## src/core/dcrc_pkg.sv

```systemverilog
// constants and types of the control-register controller
package dcrc_pkg;
  // register offsets inside the 256-location block
  localparam logic [7:0] OFF_IND_ADDR = 8'h00;
  localparam logic [7:0] OFF_PROXY = 8'h01;
  localparam logic [7:0] OFF_CTRL = 8'h02;
  localparam logic [7:0] APU_LO = 8'h04;
  localparam logic [7:0] APU_HI = 8'h05;
  localparam logic [7:0] MCI_LO = 8'h10;
  localparam logic [7:0] MCI_HI = 8'h12;
  localparam logic [7:0] XBAR_LO = 8'h20;
  localparam logic [7:0] XBAR_HI = 8'h5f;
  localparam logic [7:0] DMA_BASE = 8'h80;
  localparam logic [7:0] DMA_STRIDE = 8'h18;
  localparam logic [7:0] DMA_SPAN = 8'h10;
  localparam int DMA_COUNT = 4;
  // address layout: upper_address_lines [11:10], lower_address_lines [9:0]
  localparam int ADDR_W = 12;
  localparam int BLK_LSB = 8;
  // control register field positions
  localparam int CPU_LOCK_BIT = 0;
  localparam int CPU_ALOCK_BIT = 1;
  localparam int EXT_LOCK_BIT = 2;
  localparam int EXT_ALOCK_BIT = 3;
  localparam int AUTOLOCK_BIT = 4;
  localparam int EXT_MODE_BIT = 5;
  localparam int CPU_EXPIRED_BIT = 30;
  localparam int EXT_EXPIRED_BIT = 31;
  // reset values
  localparam logic [11:0] IND_ADDR_RST = 12'h000;
  localparam logic LOCK_RST = 1'b0;
  localparam logic AUTOLOCK_RST = 1'b1;
  localparam logic EXT_MODE_RST = 1'b0;
  // slave wait limit before an access is declared expired
  localparam int TIMEOUT_DEFAULT = 256;
  // one-hot slave select positions
  localparam int SEL_APU = 0;
  localparam int SEL_MCI = 1;
  localparam int SEL_XBAR = 2;
  localparam int SEL_DMA = 3;
  localparam int SEL_OUTSIDE = 4;
  localparam int SEL_W = 5;

  typedef enum logic [2:0] {
    REG_CTRL, REG_RSVD, REG_APU, REG_MCI, REG_XBAR, REG_DMA, REG_OUTSIDE
  } dcrc_region_t;
endpackage

```

## src/core/dcrc_ctrl.sv

```systemverilog
// control-register controller: arbitration, indirect access, lock and status register
//
// How it works
// block of 256 located by two-bit tieoff
// offsets routed to controller, coprocessor, memory, crossbar, dma
// twelve-bit indirect address register, read and write
// unused indirect address bits read zero
// proxy offset uses stored address for decoding
// proxy reads and writes reach stored target
// processor lock bit: processor writes, both read
// processor auto lock flag, read only
// external lock bit: external writes, both read
// external auto lock flag, read only
// auto-lock enable, default from attribute
// external timing mode bit, read only
// never both masters holding the lock
// expiry flags set on timeout, cleared by writes
// unused control bits read zero
// reserved offsets complete, read zero, ignore writes
`timescale 1ns/1ps
`default_nettype none
module dcrc_ctrl
  import dcrc_pkg::*;
#(
  parameter logic LOCK_ENABLE_ATTR = AUTOLOCK_RST,
  parameter logic EXT_MODE_ATTR = EXT_MODE_RST,
  parameter int TIMEOUT_CYCLES = TIMEOUT_DEFAULT
)
(
  input wire logic sys_clk,
  input wire logic resetn,
  input wire logic [1:0] block_base_tieoff,
  input wire logic cpu_req,
  input wire logic cpu_we,
  input wire logic [ADDR_W-1:0] cpu_addr,
  input wire logic [31:0] cpu_wdata,
  output logic cpu_ack,
  output logic [31:0] cpu_rdata,
  input wire logic ext_req,
  input wire logic ext_we,
  input wire logic [ADDR_W-1:0] ext_addr,
  input wire logic [31:0] ext_wdata,
  output logic ext_ack,
  output logic [31:0] ext_rdata,
  output logic slv_req,
  output logic slv_we,
  output logic [ADDR_W-1:0] slv_addr,
  output logic [31:0] slv_wdata,
  output logic [SEL_W-1:0] slv_sel,
  input wire logic slv_ack,
  input wire logic [31:0] slv_rdata
);
  localparam int CNT_W = $clog2(TIMEOUT_CYCLES + 1);
  localparam logic [CNT_W-1:0] CNT_LAST = CNT_W'(TIMEOUT_CYCLES - 1);

  typedef enum logic [1:0] {ST_IDLE, ST_WAIT, ST_DONE} dcrc_state_t;

  dcrc_state_t state_r;
  logic owner_cpu_r, proxy_r;
  logic [31:0] rdata_r;
  logic [ADDR_W-1:0] ind_addr_r;
  logic cpu_lock_r, cpu_alock_r, ext_lock_r, ext_alock_r, autolock_en_r;
  logic cpu_expired_r, ext_expired_r;
  logic [CNT_W-1:0] wait_cnt_r;
  logic pick_cpu, pick_ext, start, req_we, is_proxy, to_slave, local_hit;
  logic wr_ind, wr_ctrl, expire, finish, locked_by_other;
  logic [ADDR_W-1:0] req_addr, eff_addr;
  logic [31:0] req_wdata, ctrl_word, local_rdata;
  dcrc_region_t direct_region, eff_region;

  function automatic logic [SEL_W-1:0] sel_of(input dcrc_region_t r);
    logic [SEL_W-1:0] s;
    s = '0;
    case (r)
      REG_APU: s[SEL_APU] = 1'b1;
      REG_MCI: s[SEL_MCI] = 1'b1;
      REG_XBAR: s[SEL_XBAR] = 1'b1;
      REG_DMA: s[SEL_DMA] = 1'b1;
      REG_OUTSIDE: s[SEL_OUTSIDE] = 1'b1;
      default: s = '0;
    endcase
    return s;
  endfunction

  // ----------------------------------------
  // arbitration: a locked bus serves only its holder
  // ----------------------------------------
  assign pick_cpu = cpu_req && !(ext_lock_r || ext_alock_r);
  assign pick_ext = ext_req && !(cpu_lock_r || cpu_alock_r) && !pick_cpu;
  assign start = (state_r == ST_IDLE) && (pick_cpu || pick_ext);
  assign req_we = pick_cpu ? cpu_we : ext_we;
  assign req_addr = pick_cpu ? cpu_addr : ext_addr;
  assign req_wdata = pick_cpu ? cpu_wdata : ext_wdata;

  // ----------------------------------------
  // address substitution for the proxy location
  // ----------------------------------------
  dcrc_route u_direct (
    .addr(req_addr),
    .block_base_tieoff(block_base_tieoff),
    .region(direct_region)
  );
  assign is_proxy = (direct_region == REG_CTRL) && (req_addr[7:0] == OFF_PROXY);
  assign eff_addr = is_proxy ? ind_addr_r : req_addr;
  dcrc_route u_eff (
    .addr(eff_addr),
    .block_base_tieoff(block_base_tieoff),
    .region(eff_region)
  );
  assign to_slave = !(eff_region == REG_CTRL || eff_region == REG_RSVD);
  // a proxy pointing at itself behaves as reserved
  assign local_hit = (eff_region == REG_CTRL) && (eff_addr[7:0] != OFF_PROXY);
  assign wr_ind = start && req_we && local_hit && (eff_addr[7:0] == OFF_IND_ADDR);
  assign wr_ctrl = start && req_we && local_hit && (eff_addr[7:0] == OFF_CTRL);
  assign expire = (state_r == ST_WAIT) && !slv_ack && (wait_cnt_r == CNT_LAST);
  assign finish = (state_r == ST_DONE);
  assign locked_by_other = pick_cpu ? (ext_lock_r || ext_alock_r) : (cpu_lock_r || cpu_alock_r);

  // ----------------------------------------
  // control word and local read data
  // ----------------------------------------
  always_comb
  begin
    ctrl_word = '0;
    ctrl_word[CPU_LOCK_BIT] = cpu_lock_r;
    ctrl_word[CPU_ALOCK_BIT] = cpu_alock_r;
    ctrl_word[EXT_LOCK_BIT] = ext_lock_r;
    ctrl_word[EXT_ALOCK_BIT] = ext_alock_r;
    ctrl_word[AUTOLOCK_BIT] = autolock_en_r;
    ctrl_word[EXT_MODE_BIT] = EXT_MODE_ATTR;
    ctrl_word[CPU_EXPIRED_BIT] = cpu_expired_r;
    ctrl_word[EXT_EXPIRED_BIT] = ext_expired_r;
    if (!local_hit)
      local_rdata = '0;
    else if (eff_addr[7:0] == OFF_IND_ADDR)
      local_rdata = {20'h0, ind_addr_r};
    else
      local_rdata = ctrl_word;
  end

  // ----------------------------------------
  // access sequencer
  // ----------------------------------------
  always_ff @(posedge sys_clk or negedge resetn)
  begin
    if (!resetn)
      state_r <= ST_IDLE;
    else
      case (state_r)
        ST_IDLE: if (start) state_r <= to_slave ? ST_WAIT : ST_DONE;
        ST_WAIT: if (slv_ack || expire) state_r <= ST_DONE;
        ST_DONE: state_r <= ST_IDLE;
        default: state_r <= ST_IDLE;
      endcase
  end

  always_ff @(posedge sys_clk or negedge resetn)
  begin
    if (!resetn)
    begin
      owner_cpu_r <= 1'b0;
      proxy_r <= 1'b0;
    end
    else if (start)
    begin
      owner_cpu_r <= pick_cpu;
      proxy_r <= is_proxy;
    end
  end

  always_ff @(posedge sys_clk or negedge resetn)
  begin
    if (!resetn)
      wait_cnt_r <= '0;
    else if (state_r == ST_WAIT)
      wait_cnt_r <= wait_cnt_r + 1'b1;
    else
      wait_cnt_r <= '0;
  end

  always_ff @(posedge sys_clk or negedge resetn)
  begin
    if (!resetn)
      rdata_r <= '0;
    else if (start)
      rdata_r <= to_slave ? 32'h0 : local_rdata;
    else if (state_r == ST_WAIT && slv_ack && !slv_we)
      rdata_r <= slv_rdata;
  end

  // ----------------------------------------
  // slave side request
  // ----------------------------------------
  always_ff @(posedge sys_clk or negedge resetn)
  begin
    if (!resetn)
    begin
      slv_req <= 1'b0;
      slv_we <= 1'b0;
      slv_addr <= '0;
      slv_wdata <= '0;
      slv_sel <= '0;
    end
    else if (start && to_slave)
    begin
      slv_req <= 1'b1;
      slv_we <= req_we;
      slv_addr <= eff_addr;
      slv_wdata <= req_wdata;
      slv_sel <= sel_of(eff_region);
    end
    else if (slv_ack || expire)
      slv_req <= 1'b0;
  end

  // ----------------------------------------
  // indirect address and control register
  // ----------------------------------------
  always_ff @(posedge sys_clk or negedge resetn)
  begin
    if (!resetn)
      ind_addr_r <= IND_ADDR_RST;
    else if (wr_ind)
      ind_addr_r <= req_wdata[ADDR_W-1:0];
  end

  always_ff @(posedge sys_clk or negedge resetn)
  begin
    if (!resetn)
    begin
      cpu_lock_r <= LOCK_RST;
      ext_lock_r <= LOCK_RST;
      autolock_en_r <= LOCK_ENABLE_ATTR;
    end
    else if (wr_ctrl)
    begin
      autolock_en_r <= req_wdata[AUTOLOCK_BIT];
      if (pick_cpu)
        cpu_lock_r <= req_wdata[CPU_LOCK_BIT] && !locked_by_other;
      else
        ext_lock_r <= req_wdata[EXT_LOCK_BIT] && !locked_by_other;
    end
  end

  // auto lock held from a direct address write until the proxy access ends
  always_ff @(posedge sys_clk or negedge resetn)
  begin
    if (!resetn)
    begin
      cpu_alock_r <= LOCK_RST;
      ext_alock_r <= LOCK_RST;
    end
    else if (wr_ind && !is_proxy && autolock_en_r)
    begin
      cpu_alock_r <= pick_cpu;
      ext_alock_r <= !pick_cpu;
    end
    else if ((finish && proxy_r) || !autolock_en_r)
    begin
      cpu_alock_r <= 1'b0;
      ext_alock_r <= 1'b0;
    end
  end

  // set wins over a clearing write in the same cycle
  always_ff @(posedge sys_clk or negedge resetn)
  begin
    if (!resetn)
    begin
      cpu_expired_r <= LOCK_RST;
      ext_expired_r <= LOCK_RST;
    end
    else
    begin
      if (expire && owner_cpu_r)
        cpu_expired_r <= 1'b1;
      else if (wr_ctrl && !locked_by_other)
        cpu_expired_r <= 1'b0;
      if (expire && !owner_cpu_r)
        ext_expired_r <= 1'b1;
      else if (wr_ctrl && !locked_by_other)
        ext_expired_r <= 1'b0;
    end
  end

  assign cpu_ack = finish && owner_cpu_r;
  assign ext_ack = finish && !owner_cpu_r;
  assign cpu_rdata = rdata_r;
  assign ext_rdata = rdata_r;
endmodule // dcrc_ctrl
`default_nettype wire

```

## src/core/dcrc_route.sv

```systemverilog
// address decoder of the relocatable 256-location block
`timescale 1ns/1ps
`default_nettype none
module dcrc_route
  import dcrc_pkg::*;
(
  input wire logic [ADDR_W-1:0] addr,
  input wire logic [1:0] block_base_tieoff,
  output var dcrc_region_t region
);
  logic [7:0] off;
  logic [DMA_COUNT-1:0] dma_hit;
  logic in_block;

  assign off = addr[7:0];
  // block sits at tieoff*256 in the low 10-bit space
  assign in_block = (addr[11:10] == 2'b00) && (addr[9:BLK_LSB] == block_base_tieoff);

  // ----------------------------------------
  // dma engine windows
  // ----------------------------------------
  for (genvar g = 0; g < DMA_COUNT; g++)
  begin : g_dma
    localparam logic [7:0] LO = 8'(int'(DMA_BASE) + g * int'(DMA_STRIDE));
    assign dma_hit[g] = (off >= LO) && (off <= LO + DMA_SPAN);
  end

  always_comb
  begin
    if (!in_block)
      region = REG_OUTSIDE;
    else if (off <= OFF_CTRL)
      region = REG_CTRL;
    else if (off >= APU_LO && off <= APU_HI)
      region = REG_APU;
    else if (off >= MCI_LO && off <= MCI_HI)
      region = REG_MCI;
    else if (off >= XBAR_LO && off <= XBAR_HI)
      region = REG_XBAR;
    else if (|dma_hit)
      region = REG_DMA;
    else
      region = REG_RSVD;
  end
endmodule // dcrc_route
`default_nettype wire

```

## config.mk

```make
export PLATFORM = sky130hd
export DESIGN_NAME = dcrc_ctrl
export DESIGN_NICKNAME = d
export VERILOG_FILES = /design/src/core/dcrc_pkg.sv /design/src/core/dcrc_ctrl.sv /design/src/core/dcrc_route.sv
export SDC_FILE = /design/constraint.sdc
export NUM_CORES = 1
export LEC_CHECK = 0
export BUFFER_PORTS_ARGS = -buffer_cell sky130_fd_sc_hd__buf_2
export CORE_AREA = 5 5 157 114
export CTS_BUF_LIST = sky130_fd_sc_hd__clkbuf_8
export DETAILED_ROUTE_END_ITERATION = 10
export DIE_AREA = 0 0 162 119
export MAX_ROUTING_LAYER = met4
export PLACE_DENSITY = 0.66
export SLEW_MARGIN = 20
export SYNTH_ARGS = -nofsm -noshare
export SYNTH_HDL_FRONTEND = slang
export SYNTH_SLANG_ARGS = --single-unit
```

## constraint.sdc

```tcl
create_clock -name sys_clk -period 4.85 [get_ports sys_clk]
set_input_delay 0.485 -clock sys_clk [delete_from_list [all_inputs] [get_ports sys_clk]]
set_output_delay 0.485 -clock sys_clk [all_outputs]
set_load 0.05 [all_outputs]
```

[Yosys cells after proc, flatten, opt, wreduce, memory -nomap -nowiden]
Index checks and enable logic that the tools add are counted.
Word-level totals
  register bits after elaboration: 115
  output and inout bits: 117
  word-level logic and storage cells: 179
Operators by class
  add/subtract/negate cells: 1
  order comparisons: 30
  eq/ne operators: 16
  mux-type cells: 40
  bitwise operators: 1
  reductions and logical operators: 73
Operators by type and width (number)
  $mux 32: 6
  $ge 8x8->1 const B: 8
  $le 8x8->1 const B: 8
  $logic_and 1x1->1: 41
  $mux 3: 12
  $mux 12: 2
  $ge 8x3->1 const B: 2
  $ge 8x5->1 const B: 2
  $ge 8x6->1 const B: 2
  $le 8x2->1 const B: 2
  $le 8x3->1 const B: 2
  $le 8x5->1 const B: 2
  $le 8x7->1 const B: 2
  $mux 1: 15
  $logic_not 1->1: 10
  $reduce_bool 2->1: 5
  $add 9x1->9 const B: 1
  $eq 3x3->1 const B: 3
  $eq 9x8->1 const B: 1
  $mux 9: 1
  $eq 8x1->1 const B: 1
  $eq 8x2->1 const B: 1
  $logic_not 8->1: 1
  $ne 8x1->1 const B: 1
  other kinds (15): 30

[Depth between registers and ports, before layout]
  depth after elaboration: 32
  gate-level depth with buffers: 12
  mapped depth without buffers: 9

[Modules after synthesis]
A second synthesis with hierarchy kept.
Second synthesis, totals
  cells, all modules: 662
  area, all modules: 6195.9 µm²
By module, submodules not included
  dcrc_ctrl: times used 1, cells an instance 602, area an instance 5785.5 µm², seq. area each 2879.0 µm²
  dcrc_route: times used 2, cells an instance 30, area an instance 205.2 µm², seq. area each 0.0 µm²

[Least setup slack after synthesis]
No wires, ideal clock.
  path type: input-to-reg
  from: in cpu_req
  to: reg ind_addr_r[10]
  setup time: 0.125 ns
  arrival: 3.551 ns
  required time: 4.725 ns
  slack: 1.174 ns
  cell stages on the path: 11
  path buffers: 2
  path through: or3b_1 > buf_6 > mux2i_4 > o221ai_1 > nor3_2 > a211o_1 > or4_4 > a2111oi_4 > nand2_2 > buf_6 > mux2_4
Between the ends
  longest elaborated chain between the ends: 27
  elaborated cells on any way between the ends: 83
  classes of those cells: order compare: 30; eq/ne: 4; mux: 16; reduce/logical: 33
RTL lines
  from (decl): RTL line dcrc_ctrl.sv:33  | input wire logic cpu_req,
  $logic_and 1x1->1 (*): RTL line dcrc_ctrl.sv:88  | assign pick_cpu = cpu_req && !(ext_lock_r || ext_alock_r);
  $mux 12: RTL line dcrc_ctrl.sv:92  | assign req_addr = pick_cpu ? cpu_addr : ext_addr;
  $ge 8x8->1 / $le 8x8->1 (equally long branches): RTL line dcrc_route.sv:25  | assign dma_hit[g] = (off >= LO) && (off <= LO + DMA_SPAN);
  $logic_and 1x1->1: RTL line dcrc_route.sv:25
  $reduce_or 4->1: RTL line dcrc_route.sv:40  | else if (|dma_hit)
  $mux 3: RTL line dcrc_route.sv:40
  $mux 3: RTL line dcrc_route.sv:38  | else if (off >= XBAR_LO && off <= XBAR_HI)
  $mux 3: RTL line dcrc_route.sv:36  | else if (off >= MCI_LO && off <= MCI_HI)
  [10 not listed]
  $mux 3: RTL line dcrc_route.sv:38
  $mux 3: RTL line dcrc_route.sv:36
  $mux 3: RTL line dcrc_route.sv:34  | else if (off >= APU_LO && off <= APU_HI)
  $mux 3: RTL line dcrc_route.sv:32  | else if (off <= OFF_CTRL)
  $mux 3: RTL line dcrc_route.sv:30  | if (!in_block)
  $logic_not 3->1: RTL line dcrc_ctrl.sv:112  | assign local_hit = (eff_region == REG_CTRL) && (eff_addr[7:0] != OFF_PROXY);
  $logic_and 1x1->1: RTL line dcrc_ctrl.sv:112
  $logic_and 1x1->1 (2 in series): RTL line dcrc_ctrl.sv:113  | assign wr_ind = start && req_we && local_hit && (eff_addr[7:0] == OFF_IND_ADDR);
  to (signal assigned): RTL line dcrc_ctrl.sv:224  | ind_addr_r <= req_wdata[ADDR_W-1:0];
  to (decl): RTL line dcrc_ctrl.sv:61  | logic [ADDR_W-1:0] ind_addr_r;
Mark *: on every way between the ends. The rest lies on a longest branch, timed or not.
A chain may end at the register's enable or synchronous reset.

[Worst setup path after layout]
  from: reg ext_lock_r
  to: reg ext_lock_r
Between the ends
  longest elaborated chain between the ends: 30
  elaborated cells on any way between the ends: 90
  classes of those cells: order compare: 30; eq/ne: 5; mux: 17; bitwise: 1; reduce/logical: 37
RTL lines
  from (decl): RTL line dcrc_ctrl.sv:62  | logic cpu_lock_r, cpu_alock_r, ext_lock_r, ext_alock_r, autolock_en_r;
  from (signal assigned): RTL line dcrc_ctrl.sv:241  | ext_lock_r <= req_wdata[EXT_LOCK_BIT] && !locked_by_other;
  $logic_or 1x1->1 (*): RTL line dcrc_ctrl.sv:88, dcrc_ctrl.sv:117
  $logic_not 1->1: RTL line dcrc_ctrl.sv:88
  $logic_and 1x1->1: RTL line dcrc_ctrl.sv:88
  $mux 12: RTL line dcrc_ctrl.sv:92
  $ge 8x8->1 / $le 8x8->1 (equally long branches): RTL line dcrc_route.sv:25
  $logic_and 1x1->1: RTL line dcrc_route.sv:25
  $reduce_or 4->1: RTL line dcrc_route.sv:40
  $mux 3: RTL line dcrc_route.sv:40
  [13 not listed]
  $mux 3: RTL line dcrc_route.sv:36
  $mux 3: RTL line dcrc_route.sv:34
  $mux 3: RTL line dcrc_route.sv:32
  $mux 3: RTL line dcrc_route.sv:30
  $logic_not 3->1: RTL line dcrc_ctrl.sv:112
  $logic_and 1x1->1: RTL line dcrc_ctrl.sv:112
  $logic_and 1x1->1 (2 in series): RTL line dcrc_ctrl.sv:114  | assign wr_ctrl = start && req_we && local_hit && (eff_addr[7:0] == OFF_CTRL);
  $reduce_and 2->1 (no line)
Marked as above.

==> results by group <==
Timing
  • Fin. Hold Viols: 0
  • Worst-margin pin slew: 0.928 ns
  • Slew Limit Fails: 0
  • Top achievable clock speed: 240 MHz
  • Clock skew: 0.0136 ns
  • Rel. slew slack: 0.381
  • Time the final worst path needs with I/O delays and setup: 4.17 ns
  • Setup-failing EPs final: 0
  • Final period utilization: 0.859
  • Setup repair after global routing missed its margin: no
  • Setup total negative slack: 0 ns

Floorplan
  • Area of the core: 0.0161 mm²
  • Standard-cell rows: 39
  • DIE AREA: 0.0193 mm²
  • Die Wd: 162 µm
  • Die Y: 119 µm
  • Num ports: 246
  • Effective utilization at floorplan: 0.393

Run
  • Number of max-cap violations: 0

Detailed routing
  • Overall via count from detail_route: 5587
  • Number of optimization iterations in the first detailed-route pass: 5
  • Average detailed-routed wire length per instance: 17.8 µm
  • Vias/cell: 5.10
  • Total length of routed wires: 19.5 mm
  • Number of nets still failing antenna checks after routing: 0
  • Iteration-0 DRC Markers: 393
  • DRC viols: 0

Clock network
  • CTS clk-pin slew, worst paths: 0.08 ns
  • Clock insertion delay at the later pin of the skew report: 0.42 ns
  • Clock buffer count from CTS: 17
  • Clk root buf: clkbuf_8
  • Post-CTS Setup Repair Bufs: 0
  • Post-CTS Resized: 0
  • Number of buffers between clock root and the deepest sink: 2
  • Maximum level of the CTS H-tree: 4
  • TritonCTS clock tree: yes
  • Post-CTS Hold Fix Bufs: 0
  • Num Clock Sinks: 115

Finish
  • Final Non-Filler Cells: 1095
  • Count of fill cells added during filler insertion: 1584
  • Final nets: 1008
  • N_diodes: 0
  • Share of final-layout standard cells stronger than drive strength 1: 0.415
  • P&R area growth vs syn: 26.3%

Worst setup path
  • Setup crit end kind: flop
  • Startpoint Class: flop
  • Start point of the critical path: ext_lock_r$_DFFE_PN0P_
  • Startpoint-to-endpoint class of the critical path: reg2reg
  • Endpoint arrival time on the critical path: 4.47 ns
  • R2R Path Start: ext_lock_r$_DFFE_PN0P_
  • CP Max Fanout: 34
  • Worst EP required: 5.15 ns

Logic synthesis
  • Flip-flop and latch count after synthesis: 115
  • Synth cell types: 63
  • Area fraction of the dominant cell type after synthesis: 0.451
  • Number of enable-type register cells in the synthesized netlist: 0
  • Synth top cells by count: 164 x nand2_1, 114 x dfrtp_1, 51 x mux2_2, 48 x a21oi_1, 34 x buf_4
  • Ranking of synthesized cells by area: dfrtp_1 45%, nand2_1 9.7%, mux2_2 9.1%
  • Proportion of synthesized flip-flops having asynchronous set or reset: 1.00
  • Fraction of the yosys area taken by sequential cells: 0.455
  • Leading cell type by number of instances after synthesis: nand2_1
  • Number of warning messages in the yosys log: 0
  • Post-synthesis cell count: 667
  • Combined area of all synthesized cells: 0.00633 mm²
  • Synth Net Count: 798
  • Largest area contributor in the synthesized netlist: dfrtp_1
  • Primary flip-flop cell chosen by synthesis mapping: dfrtp_1
  • Average cell area after synthesis: 9.49 µm²

Pwr
  • Peak supply drop: 432 µV
  • Lkg Pwr: 4.06 nW
  • Power density over cell area: 684 mW/mm²

Global routing
  • Overall Global Routing Usage: 0.205
  • Initial antenna violation count: 1
  • Vias in the first global route: 5449
  • Overflow after GRT: 0
  • First-pass GRT wire length: 30.2 mm
  • Maximum number of pins on one net before global-route repair: 71

Place
  • I/O Buffers: 245
  • Number of placed instances, taps included: 1063
  • Post-DP HPWL: 15.0 mm
  • Weighted congestion reported at the end of routability-driven placement: 0.947

Hold path
  • Class of the most critical hold timing path: in2async

Run status
  • Status: completed
## area by class of cell
class                           count  area [µm²]  area share
Clock buffer                       19         262      0.0327
Timing Repair Buffer              254        1310       0.164
Multi-Input combinational cell    474        3040       0.380
Inverter                           15        56.3     0.00704
Clock inverter                     13         195      0.0244
Sequential cell                   115        2880       0.360
Tap cell                          205         256      0.0321
## per-stage QoR
step           setup slack [ns]   util  cell area (µm²)  hold WS (ns)  power [W]
2_1_floorplan              1.17      -             6330         0.189    0.00386
3_3_place_gp              0.733  0.468             7530         0.455    0.00446
3_5_place_dp              0.608  0.468             7530         0.469    0.00449
4_1_cts                   0.705  0.496             7990         0.219    0.00553
5_1_grt                   0.402  0.496             7990         0.255    0.00576
6_report                  0.684  0.496             7990         0.199    0.00547
## registers in the layout, summed over array words and instances, names as in the netlist, 2 cells and up
signal and count:
state_r 2, slv_sel 5, slv_wdata 32, slv_addr 12
wait_cnt_r 9, cpu_rdata 32, ind_addr_r 12
## per-layer routing
metal | vias to the layer above | GRT usage | share of wire
met5 | - | - | 0
met4 | 0 | 0.0396 | 0.0053
met3 | 7 | 0.0611 | 0.087
met2 | 233 | 0.300 | 0.43
met1 | 2647 | 0.284 | 0.47
li1 | 2700 | - | -
## placed cells by master, fill, tap and decap left out, types with 6 or more instances in the layout
cell	netlist	final
buf_2	6	244
nand2_1	164	164
dfrtp_1	114	114
mux2_2	51	51
a21oi_1	48	47
nor2_1	32	32
o21ai_0	27	27
clkbuf_8	0	19
mux2i_1	16	16
inv_1	15	15
mux2_4	13	13
nand3_1	10	10
nand4_1	9	9
buf_4	34	9
o2bb2ai_1	8	8
nor2b_1	7	7
nor3_1	7	7
a21o_1	6	6
## final timing paths
| check | to | slack [ns] | cells past startpoint |
|---|---|---|---|
| setup reg to reg | ext_lock_r$_DFFE_PN0P_ | 0.68 | 10 |
| hold reg to reg | wait_cnt_r[0]$_DFF_PN0_ | 0.47 | 1 |
| setup / recovery | ext_lock_r$_DFFE_PN0P_ | 0.68 | 10 |
| min in group sys_clk | cpu_rdata[12]$_DFFE_PN0P_ | 0.29 | 3 |
| hold / removal | cpu_rdata[10]$_DFFE_PN0P_ | 0.20 | 1 |
| max in group asynchronous | slv_sel[0]$_DFFE_PN0P_ | 3.48 | 2 |
## cells by family (layout without fill, tap and decap cells)
family          Yosys count  in the layout  share of synthesized area
flops                   115            115                      0.455
compound gates          123            123                      0.128
xor+xnor                  7              7                    0.00969
mux                      81             81                      0.150
fa+ha+maj                 2              2                    0.00395
buf+inv                  78            301                     0.0700
simple gates            261            261                      0.183
## worst max-delay path, cell delays in order, from the launching register on
cell	delay, ns
dfrtp_1	0.44
or3b_2	0.57
buf_4	0.28
o21ai_1	0.17
nand2_1	0.13
nor3_2	0.67
o21ai_0	0.28
mux2_4	0.42
a211oi_1	0.44
nand3_1	0.30
mux2_2	0.35
## report_power, final
part	total, W	switching [W]	leakage [nW]	internal, W
combinational	0.00295	0.00220	2.35	0.000746
clock	0.00103	0.000432	0.232	0.000597
sequential	0.00150	0.000205	1.47	0.00129
total	0.00547	0.00284	4.06	0.00263
Note: power is estimated with default switching activity, not from simulation.
